File: config.mk
export PLATFORM = sky130hd
export DESIGN_NAME = sbd_spi_diag
export DESIGN_NICKNAME = d
export VERILOG_FILES = /design/src/rtl/sbd_pkg.sv /design/src/rtl/sbd_spi_diag.sv /design/src/rtl/sbd_sync.sv
export SDC_FILE = /design/constraint.sdc
export NUM_CORES = 1
export LEC_CHECK = 0
export BUFFER_PORTS_ARGS = -buffer_cell sky130_fd_sc_hd__buf_2
export CORE_UTILIZATION = 52
export CTS_CLUSTER_SIZE = 40
export DETAILED_ROUTE_END_ITERATION = 6
export PLACE_DENSITY_LB_ADDON = 0.05
export SYNTH_ARGS = -nofsm -noshare
export SYNTH_HDL_FRONTEND = slang
export SYNTH_SLANG_ARGS = --single-unit
File: constraint.sdc
create_clock -name MCLK_IN -period 2.5 [get_ports MCLK_IN]
set_input_delay 0.25 -clock MCLK_IN [delete_from_list [all_inputs] [get_ports MCLK_IN]]
set_output_delay 0.25 -clock MCLK_IN [all_outputs]
set_load 0.02 [all_outputs]
File: src/rtl/sbd_pkg.sv
// ============================================================
// Shared constants of the diagnostic readout block
package sbd_pkg;
	// ============================================================
	// Frame layout, least significant bit shifted first
	localparam int FRAME_W = 16;
	localparam int DATA_W = 10;
	localparam int MS_LSB = 0;
	localparam int CS_LSB = 3;
	localparam int DATA_LSB = 6;
	localparam logic [4:0] FRAME_BITS = 5'h10;
	localparam logic [4:0] DECODE_BITS = 5'h05;

	// Mode selection codes
	typedef enum logic [2:0] {
		SBD_NORMAL = 3'b000,
		SBD_SLEEP = 3'b001,
		SBD_RESTART = 3'b010,
		SBD_FAILSAFE = 3'b011,
		SBD_INIT = 3'b100,
		SBD_READ_ONLY = 3'b111
	} sbd_mode_e;

	// Configuration select codes
	localparam logic [2:0] CS_WAKE = 3'h3;
	localparam logic [2:0] CS_CONFIG = 3'h4;
	localparam logic [2:0] CS_DIAG = 3'h7;

	// Field positions inside the data part
	localparam int CFG_FALLBACK_BIT = 5;
	localparam int CFG_WDCOUNT_BIT = 7;
	localparam int WAKE_LIVE_BIT = 9;
	localparam logic [DATA_W-1:0] CONFIG_RST = 10'h080;
	localparam logic [DATA_W-1:0] STORE_RST = 10'h000;

	// Fallback cause codes
	localparam logic [2:0] CAUSE_NONE = 3'h0;
	localparam logic [2:0] CAUSE_UV = 3'h1;
	localparam logic [2:0] CAUSE_WD1 = 3'h2;
	localparam logic [2:0] CAUSE_WD2 = 3'h3;
	localparam logic [2:0] CAUSE_INIT = 3'h4;
	localparam logic [2:0] CAUSE_THERM = 3'h5;
	localparam logic [2:0] CAUSE_CLAMP = 3'h6;
	localparam logic [2:0] CAUSE_RSVD = 3'h7;

	// Restart reason codes
	localparam logic [1:0] REASON_NONE = 2'h0;
	localparam logic [1:0] REASON_WD = 2'h2;
	localparam logic [1:0] REASON_SW = 2'h3;

	// ============================================================
	// Register bus map and status bits
	localparam int ADDR_W = 12;
	localparam logic [11:0] OFS_STATUS = 12'h000;
	localparam logic [11:0] OFS_MASK = 12'h004;
	localparam logic [11:0] OFS_DIAG = 12'h008;
	localparam logic [11:0] OFS_MODE = 12'h00C;
	localparam int ST_W = 4;
	localparam int ST_FRAME = 0;
	localparam int ST_RO = 1;
	localparam int ST_BAD = 2;
	localparam int ST_FALLBACK = 3;
	localparam logic [3:0] ST_RST = 4'h0;
	localparam logic [1:0] STRAP_WAIT = 2'h3;
	localparam logic [4:0] PIN_RST = 5'h02;
endpackage

File: src/rtl/sbd_spi_diag.sv
`timescale 1ns/1ps
`default_nettype none
// ============================================================
// How it works
// - fallback cause is a 3-bit code, 000 none, listed causes ascending, 111 reserved.
// - cause returns to 000 when a frame switches the fallback output off.
// - 3-bit strap readout shows strap config, test pin, watchdog count setting.
// - top bit 0: low bits pick restart/fail-safe after one/two failures.
// - top bit 1: watchdog failure keeps supply, no reset, no mode change.
// - non read-only frames answer with the last non read-only frame's request.
// - first frame after Normal echoes prior mode; wake or fallback register.
// - from init or requested restart, first frame returns configuration register.
// - the automatic first frame never clears reported status bits.
// - read-only frame writes nothing and keeps the current mode.
// - read-only frame clears latched wake bits or restart reason of selected register, not live bits or cause.
// - read-only frame returns the selected register within the same frame.
// - read-only frame still triggers the watchdog like any complete frame.
// - restart reason clears on read-only read and leaving sleep/fail-safe.
module sbd_spi_diag (
	// Clock and reset
	input wire logic MCLK_IN,
	input wire logic RESETN_IN,
	// APB slave
	input wire logic PSEL_IN,
	input wire logic PENABLE_IN,
	input wire logic PWRITE_IN,
	input wire logic [sbd_pkg::ADDR_W-1:0] PADDR_IN,
	input wire logic [31:0] PWDATA_IN,
	output logic [31:0] PRDATA_OUT,
	output logic PREADY_OUT,
	output logic PSLVERR_OUT,
	// Serial link and strap pins
	input wire logic SCLK_IN,
	input wire logic CSN_IN,
	input wire logic SDI_IN,
	output logic SDO_OUT,
	output logic SDO_OE_OUT,
	input wire logic CFG_STRAP_IN,
	input wire logic TEST_PIN_IN,
	// Events from the rest of the device, same clock
	input wire logic WDOG_FAIL_IN,
	input wire logic FALLBACK_EVT_IN,
	input wire logic [2:0] FALLBACK_CODE_IN,
	input wire logic RESTART_EVT_IN,
	input wire logic [1:0] RESTART_CODE_IN,
	input wire logic [8:0] WAKE_EVT_IN,
	input wire logic WAKE_LEVEL_IN,
	// Device control outputs
	output logic FALLBACK_OUT,
	output logic WD_TRIGGER_OUT,
	output logic RESET_REQ_OUT,
	output logic SUPPLY_OFF_OUT,
	output logic [2:0] MODE_OUT,
	output logic IRQ_OUT
);
	import sbd_pkg::*;

	logic [4:0] pin_q;
	logic sclk_d, csn_d, rise, fall, frame_start, frame_end, dec_q;
	logic [4:0] bit_cnt;
	logic [FRAME_W-1:0] rx_sh, tx_sh, resp;
	logic [1:0] strap_cnt;
	logic strap_cfg, strap_test;
	logic [DATA_W-1:0] store [0:7];
	logic [2:0] cause;
	logic [1:0] reason;
	logic [8:0] wake_flags;
	logic restart_failure, wd_cnt;
	sbd_mode_e mode, next_mode;
	logic [ST_W-1:0] status, mask;
	logic frame_ok, frame_bad, is_ro, wd_react, wd_first, activate;
	logic entry, lh_off, apb_wr, apb_setup;
	logic [2:0] f_ms, f_cs, first_cs, strap_rd;
	logic [DATA_W-1:0] f_data;

	// ============================================================
	// Pin synchronisers and link edge finding
	sbd_sync #(.W(5), .RST(PIN_RST)) u_sync (
		.clk_in(MCLK_IN),
		.rst_n_in(RESETN_IN),
		.d_in({TEST_PIN_IN, CFG_STRAP_IN, SDI_IN, CSN_IN, SCLK_IN}),
		.q_out(pin_q)
	);

	// Delayed copies give one-cycle edge pulses
	always_ff @(posedge MCLK_IN or negedge RESETN_IN) begin
		if (!RESETN_IN) begin
			sclk_d <= 1'b0;
			csn_d <= 1'b1;
		end else begin
			sclk_d <= pin_q[0];
			csn_d <= pin_q[1];
		end
	end
	assign rise = pin_q[0] & ~sclk_d & ~pin_q[1];
	assign fall = ~pin_q[0] & sclk_d & ~pin_q[1];
	assign frame_start = csn_d & ~pin_q[1];
	assign frame_end = ~csn_d & pin_q[1];

	// Straps are caught once the synchroniser has settled
	always_ff @(posedge MCLK_IN or negedge RESETN_IN) begin
		if (!RESETN_IN) begin
			strap_cnt <= 2'h0;
			strap_cfg <= 1'b0;
			strap_test <= 1'b0;
		end else if (strap_cnt != STRAP_WAIT) begin
			strap_cnt <= strap_cnt + 2'h1;
			strap_cfg <= pin_q[3];
			strap_test <= pin_q[4];
		end
	end
	assign strap_rd = {strap_test, store[CS_CONFIG][CFG_WDCOUNT_BIT],
		strap_cfg};

	// ============================================================
	// Register readout shared by pipelined and same-frame answers
	function automatic logic [DATA_W-1:0] read_data(input logic [2:0] cs);
		unique case (cs)
			CS_DIAG: read_data = {2'h0, reason, strap_rd, cause};
			CS_WAKE: read_data = {WAKE_LEVEL_IN, wake_flags};
			default: read_data = store[cs];
		endcase
	endfunction

	// ============================================================
	// Serial shift logic
	assign f_ms = rx_sh[MS_LSB+:3];
	assign f_cs = rx_sh[CS_LSB+:3];
	assign f_data = rx_sh[DATA_LSB+:DATA_W];
	assign frame_ok = frame_end && bit_cnt == FRAME_BITS;
	assign frame_bad = frame_end && bit_cnt != FRAME_BITS;
	assign is_ro = f_ms == SBD_READ_ONLY;

	// receive LSB first, newest bit enters at the top
	always_ff @(posedge MCLK_IN or negedge RESETN_IN) begin
		if (!RESETN_IN) begin
			rx_sh <= '0;
			bit_cnt <= 5'h0;
			dec_q <= 1'b0;
		end else begin
			dec_q <= rise && bit_cnt == DECODE_BITS;
			if (frame_start) begin
				bit_cnt <= 5'h0;
			end else if (rise) begin
				rx_sh <= {pin_q[2], rx_sh[FRAME_W-1:1]};
				if (bit_cnt != 5'h1F) begin
					bit_cnt <= bit_cnt + 5'h1;
				end
			end
		end
	end

	// Transmit: six header bits go out before the command is known
	always_ff @(posedge MCLK_IN or negedge RESETN_IN) begin
		if (!RESETN_IN) begin
			tx_sh <= '0;
		end else if (frame_start) begin
			tx_sh <= resp;
		end else if (dec_q && rx_sh[FRAME_W-6+:3] == SBD_READ_ONLY) begin
			// After six bits the mode field sits six places below the top
			// same-frame answer replaces the unsent data bits
			tx_sh[DATA_W:1] <= read_data(rx_sh[FRAME_W-3+:3]);
		end else if (fall) begin
			tx_sh <= {1'b0, tx_sh[FRAME_W-1:1]};
		end
	end
	assign SDO_OUT = tx_sh[0];
	assign SDO_OE_OUT = ~pin_q[1];

	// ============================================================
	// Watchdog reaction
	assign wd_first = WDOG_FAIL_IN && !strap_rd[2] && strap_rd[1] && !wd_cnt;
	// one or two failures, restart or fail-safe
	assign wd_react = WDOG_FAIL_IN && !strap_rd[2] && !wd_first;
	assign activate = wd_react || FALLBACK_EVT_IN;

	always_ff @(posedge MCLK_IN or negedge RESETN_IN) begin
		if (!RESETN_IN) begin
			wd_cnt <= 1'b0;
		end else if (wd_first) begin
			wd_cnt <= 1'b1;
		end else if (wd_react || frame_ok) begin
			wd_cnt <= 1'b0;
		end
	end

	// ============================================================
	// Mode control
	assign apb_wr = PSEL_IN && PENABLE_IN && PWRITE_IN;
	always_comb begin
		next_mode = mode;
		if (wd_react) begin
			next_mode = strap_cfg ? SBD_FAILSAFE : SBD_RESTART;
		end else if (wd_first) begin
			next_mode = SBD_RESTART;
		end else if (frame_ok && !is_ro) begin
			// of the frames, only write frames may change the mode
			if (f_ms <= 3'h4) begin
				next_mode = sbd_mode_e'(f_ms);
			end
		end else if (apb_wr && PADDR_IN == OFS_MODE) begin
			if (PWDATA_IN[2:0] <= 3'h4) begin
				next_mode = sbd_mode_e'(PWDATA_IN[2:0]);
			end
		end
	end
	assign entry = next_mode == SBD_NORMAL && mode != SBD_NORMAL;

	// Mode and the failure flag that steers the first answer
	always_ff @(posedge MCLK_IN or negedge RESETN_IN) begin
		if (!RESETN_IN) begin
			mode <= SBD_INIT;
			restart_failure <= 1'b0;
			RESET_REQ_OUT <= 1'b0;
		end else begin
			mode <= next_mode;
			RESET_REQ_OUT <= (wd_react && !strap_cfg) || wd_first;
			if (wd_react || wd_first) begin
				restart_failure <= 1'b1;
			end else if (next_mode == SBD_RESTART && mode != SBD_RESTART) begin
				restart_failure <= 1'b0;
			end
		end
	end
	assign MODE_OUT = mode;
	assign SUPPLY_OFF_OUT = mode == SBD_FAILSAFE;

	// first frame register by previous mode
	always_comb begin
		unique case (mode)
			SBD_SLEEP: first_cs = CS_WAKE;
			SBD_FAILSAFE: first_cs = CS_DIAG;
			SBD_RESTART: first_cs = restart_failure ? CS_DIAG : CS_CONFIG;
			// init and requested restart give configuration
			default: first_cs = CS_CONFIG;
		endcase
	end

	// ============================================================
	// Pending answer for the next frame
	always_ff @(posedge MCLK_IN or negedge RESETN_IN) begin
		if (!RESETN_IN) begin
			resp <= '0;
		end else if (entry) begin
			// loading the first answer clears nothing
			resp <= {read_data(first_cs), first_cs, mode};
		end else if (frame_ok && !is_ro) begin
			// answer the request one frame late
			resp <= {read_data(f_cs), f_cs, mode};
		end
	end

	// ============================================================
	// Stored registers written by frames
	assign lh_off = frame_ok && !is_ro && f_cs == CS_CONFIG &&
		!f_data[CFG_FALLBACK_BIT];
	always_ff @(posedge MCLK_IN or negedge RESETN_IN) begin
		if (!RESETN_IN) begin
			for (int i = 0; i < 8; i++) begin
				store[i] <= (i == CS_CONFIG) ? CONFIG_RST : STORE_RST;
			end
		end else begin
			if (frame_ok && !is_ro && f_cs != CS_DIAG) begin
				store[f_cs] <= f_data;
			end
			if (activate) begin
				store[CS_CONFIG][CFG_FALLBACK_BIT] <= 1'b1;
			end
		end
	end
	assign FALLBACK_OUT = store[CS_CONFIG][CFG_FALLBACK_BIT];

	always_ff @(posedge MCLK_IN or negedge RESETN_IN) begin
		if (!RESETN_IN) begin
			cause <= CAUSE_NONE;
		end else if (wd_react) begin
			cause <= strap_rd[1] ? CAUSE_WD2 : CAUSE_WD1;
		end else if (FALLBACK_EVT_IN) begin
			cause <= FALLBACK_CODE_IN;
		end else if (lh_off) begin
			cause <= CAUSE_NONE;
		end
	end

	// reason clears on read or leaving sleep or fail-safe
	always_ff @(posedge MCLK_IN or negedge RESETN_IN) begin
		if (!RESETN_IN) begin
			reason <= REASON_NONE;
		end else if (RESTART_EVT_IN) begin
			reason <= RESTART_CODE_IN;
		end else if (wd_first) begin
			reason <= REASON_WD;
		end else if (frame_ok && f_ms == SBD_RESTART) begin
			reason <= REASON_SW;
		end else if ((frame_ok && is_ro && f_cs == CS_DIAG) ||
			((mode == SBD_SLEEP || mode == SBD_FAILSAFE) &&
			next_mode != mode)) begin
			reason <= REASON_NONE;
		end
	end

	// latched wake bits clear on read, the live bit is not stored
	always_ff @(posedge MCLK_IN or negedge RESETN_IN) begin
		if (!RESETN_IN) begin
			wake_flags <= 9'h000;
		end else if (frame_ok && is_ro && f_cs == CS_WAKE) begin
			wake_flags <= WAKE_EVT_IN;
		end else begin
			wake_flags <= wake_flags | WAKE_EVT_IN;
		end
	end

	// every complete frame triggers the watchdog
	always_ff @(posedge MCLK_IN or negedge RESETN_IN) begin
		if (!RESETN_IN) begin
			WD_TRIGGER_OUT <= 1'b0;
		end else begin
			WD_TRIGGER_OUT <= frame_ok;
		end
	end

	// ============================================================
	// APB slave, zero wait, answer prepared in the setup cycle
	assign apb_setup = PSEL_IN && !PENABLE_IN;
	assign PREADY_OUT = 1'b1;
	always_ff @(posedge MCLK_IN or negedge RESETN_IN) begin
		if (!RESETN_IN) begin
			PRDATA_OUT <= 32'h0000_0000;
			PSLVERR_OUT <= 1'b0;
		end else if (apb_setup) begin
			PSLVERR_OUT <= 1'b0;
			unique case (PADDR_IN)
				OFS_STATUS: PRDATA_OUT <= {28'h0, status};
				OFS_MASK: PRDATA_OUT <= {28'h0, mask};
				OFS_DIAG: PRDATA_OUT <= {21'h0, mode, reason, strap_rd, cause};
				OFS_MODE: PRDATA_OUT <= {29'h0, mode};
				default: begin
					PRDATA_OUT <= 32'h0000_0000;
					PSLVERR_OUT <= 1'b1;
				end
			endcase
		end
	end

	// Sticky events, write one to clear, a new event wins
	always_ff @(posedge MCLK_IN or negedge RESETN_IN) begin
		if (!RESETN_IN) begin
			status <= ST_RST;
			mask <= ST_RST;
		end else begin
			status <= (status & ~((apb_wr && PADDR_IN == OFS_STATUS) ?
				PWDATA_IN[ST_W-1:0] : 4'h0)) |
				{activate, frame_bad, frame_ok && is_ro, frame_ok};
			if (apb_wr && PADDR_IN == OFS_MASK) begin
				mask <= PWDATA_IN[ST_W-1:0];
			end
		end
	end
	assign IRQ_OUT = |(status & mask);
endmodule
`default_nettype wire

File: src/rtl/sbd_sync.sv
`timescale 1ns/1ps
`default_nettype none
// ============================================================
// Two-stage synchroniser for pins from outside the clock domain
module sbd_sync #(
	parameter int W = 1,
	parameter logic [W-1:0] RST = '0
) (
	// Clock and reset
	input wire logic clk_in,
	input wire logic rst_n_in,
	// Data
	input wire logic [W-1:0] d_in,
	output logic [W-1:0] q_out
);
	logic [W-1:0] meta;

	// First stage feeds only the second
	always_ff @(posedge clk_in or negedge rst_n_in) begin
		if (!rst_n_in) begin
			meta <= RST;
			q_out <= RST;
		end else begin
			meta <= d_in;
			q_out <= meta;
		end
	end
endmodule
`default_nettype wire

==> metrics.cfg <==
[status]
status=finished with violations
violations=setup timing

[synth]
ys_seq_area_frac=0.4843
yosysWarnings=0
synth_area_per_cell_sq_um=11.26
synth_top_cell_by_area=dfrtp_1
synth_ff_type=dfrtp_1
async_flop_share=1.000
synth_top_area_share=0.4695
ys_ff_latch=171
syn_inst=786
synthTopCellsByArea=dfrtp_1 47%, mux2_2 11%, mux2i_1 5.7%, mux4_2 5.3%, o21ai_0 3.6%
synth_area_sq_um=8848
post_synth_num_cell_types=63
synth_edf_count=0

[placement]
place_congestion=0.9215
dp_slack_ps=-91.22
dp_cells=1082
port_buffers=65
placed_cell_area_sq_um=9721
dp_hpwl_um=17030

[sta]
setup_ws_ps=-24.43
worstMarginPinSlew_ps=931.1
fin_crit_sh=1.010
finalSetupViolations=2
fin_setup_tns_ps=-37.96
max_freq_mhz=396.1
slew_viol_final=0
worst_slew_margin_rel=0.3793
rsz0062_at_grt=true
finalClockSkew_ps=14.12
finalCriticalPeriod_ps=2524
report.final.hold_viol_count=0

[routing]
vias=6785
routedWlPerCell_um=20.99
dr.pass1.iters=5
drt-total-wl_um=23770
vias_per_cell=5.994
drc_errors=0
postRouteAntennaNets=0
drt_iter0_drc=643

[die]
io_pins=116
start_util=0.5336
rows=47
dieArea_sq_um=17540
die_y_um=132.4
core_sq_um=16580
die_w_um=132.4

[clocking]
cts.clk_slew.worst_paths_ps=70
cts-htree-levels=4
clockBufferDepth=2
cts_root_buffer=clkbuf_16
clock_latency_ps=440
cts_inserted_buffers=17
cts_tree=done
cts_sinks=171

[worst_setup_path]
cp_data_arrival_time_ps=2800
crit_fanout=6
end_kind=register
cp-start-kind=register
crit_required_ps=2770
setup.worst_path.class=reg2reg

[global_route]
grt_max_degree=63
antenna_found_initial=0
grt_pass1_wl_um=37740
grt_pass1_vias=6659
overflow=0
grt.total_usage=0.2855

[final_layout]
fill_cells=1350
antenna_cells=0
final_area_sq_um=10500
syn_to_final_growth_pct=18.67
fin_util=0.6332
fin_cells=1132
layout-drive-gt1-share=0.3235
nets=976

[worst_hold_path]
hp-class=in2reg

[pwr]
p_leak_nw=4.722
vdd_drop_max_v=0.0005110
powerDensity_nw_per_um2=638.2

[flow_run]
maxCapViolCount=0

[layout make-up]
type | count | area (sq um) | share of cell area
multi-input cells | 545 | 4234 | 0.4032
repair buffers | 148 | 1056 | 0.1006
clock inverters | 15 | 163.9 | 0.01561
inverters | 16 | 60.06 | 0.005720
well taps | 220 | 275.3 | 0.02622
flip-flops and latches | 171 | 4285 | 0.4081
clock buffers | 17 | 425.4 | 0.04051
[worst max-delay path, stage by stage, from the launching register on]
cell and delay, ps:
dfrtp_1 390, inv_2 70, ha_1 120, and4bb_2 310, nand2_2 100, or3_4 350, o31a_1 190, or4_4 590
buf_6 140, mux2i_1 110
[cell usage after synthesis, types with 6 or more instances]
cell and instances:
o21ai_0 63, a21o_1 11, dfrtp_1 166, buf_1 8
inv_1 16, mux4_2 21, a22o_1 14, nor2b_1 10
nand2_1 70, clkbuf_1 37, o31ai_1 6, mux2_2 87
buf_4 24, a22oi_1 11, nor2_1 43, a21oi_1 25
mux2i_1 50, nand3_1 15
[flip-flops by register name, indices dropped and copies added, names as in the netlist, 5 cells and up]
| register | flops |
|---|---|
| resp | 16 |
| rx_sh | 16 |
| u_sync.meta | 5 |
| PRDATA_OUT | 11 |
| bit_cnt | 5 |
| u_sync.q_out | 5 |
| wake_flags | 9 |
| store | 59 |
| tx_sh | 16 |
[cells in the final DEF, fill, tap and decap left out, types with 3 or more instances in the layout]
cell           instances
dlygate4sd3_1         14
clkbuf_16             17
a21oi_1               25
mux2_2                85
a221o_1                4
nand4_1                4
o21a_1                 3
inv_1                 14
buf_12                 5
buf_2                 64
o211ai_1               4
o31ai_1                6
nand3_1               14
clkinvlp_4             5
conb_1                22
dfrtp_1              166
o22ai_1                3
nand2_1               70
nor2b_1                9
buf_4                 63
nor3_1                 3
o21ai_0               63
or4_1                  3
a221oi_1               5
a22oi_1               11
a21o_1                11
a2bb2oi_1              5
clkinv_4               3
mux2i_1               50
dfstp_2                5
ha_1                   5
a211oi_1               5
a32o_1                 3
inv_6                  4
a22o_1                14
mux4_2                21
nand3b_1               3
a31oi_1                4
nor2_1                43
[through the flow]
step / power (mW) / hold slack [ps]
after floorplan: 3.709 / -45.59
after global placement: 4.061 / 244.8
after detailed placement: 4.078 / 249.1
after CTS: 6.750 / 0.9091
after global routing: 6.975 / 6.802
final: 6.701 / 11.79
[kinds of logic (layout without fill, tap and decap cells)]
kind of cell | Yosys count | after routing | synth area share
AND/OR/NAND/NOR | 176 | 176 | 0.09870
other | 2 | 22 | 0.0008487
AO/OA/AOI/OAI | 179 | 179 | 0.1342
multiplexers | 158 | 158 | 0.2207
XOR/XNOR | 4 | 4 | 0.003960
buffers and inverters | 90 | 196 | 0.04907
flip-flops | 171 | 171 | 0.4843
adder cells (fa/ha/maj) | 6 | 6 | 0.008201
[what timing repair did]
action                                 in CTS  in global routing
setup endpoints to repair                   7                 24
pin swaps                                   1                  2
gates cloned                                0                  0
endpoints found under the hold margin      64                  0
buffers inserted                            1                  3
hold buffers                               14                  0
resized for setup                           3                  6
[power breakdown]
part / total [mW] / switching [mW] / internal [mW]
logic: 1.01 / 0.559 / 0.450
registers: 3.04 / 0.137 / 2.90
clock network: 2.66 / 1.17 / 1.49
total: 6.70 / 1.87 / 4.83
[per-layer routing]
layer  up-vias  wire length (um)  global-route usage
li1       3059                 -                   -
met1      3468             11110              0.4130
met2       225             10920              0.4365
met3        33              1239             0.05172
met4         0               491             0.09323
met5         -                 0                   0
[path summary, 6_finish.rpt]
path,from,end,slack [ps],depth (start not counted)
min reg2reg,u_sync.meta[4]$_DFF_PN0_,u_sync.q_out[4]$_DFF_PN0_,350,0
max reg2reg,bit_cnt[1]$_DFFE_PN0P_,resp[3]$_DFFE_PN0P_,-20,9
max in group asynchronous,RESETN_IN,rx_sh[5]$_DFFE_PN0P_,1340,3
min,WAKE_EVT_IN[2],wake_flags[2]$_DFF_PN0_,10,2
min in group asynchronous,RESETN_IN,PRDATA_OUT[3]$_DFFE_PN0P_,340,2
max,bit_cnt[1]$_DFFE_PN0P_,resp[3]$_DFFE_PN0P_,-20,9
Note: power is estimated with default switching activity, not from simulation.
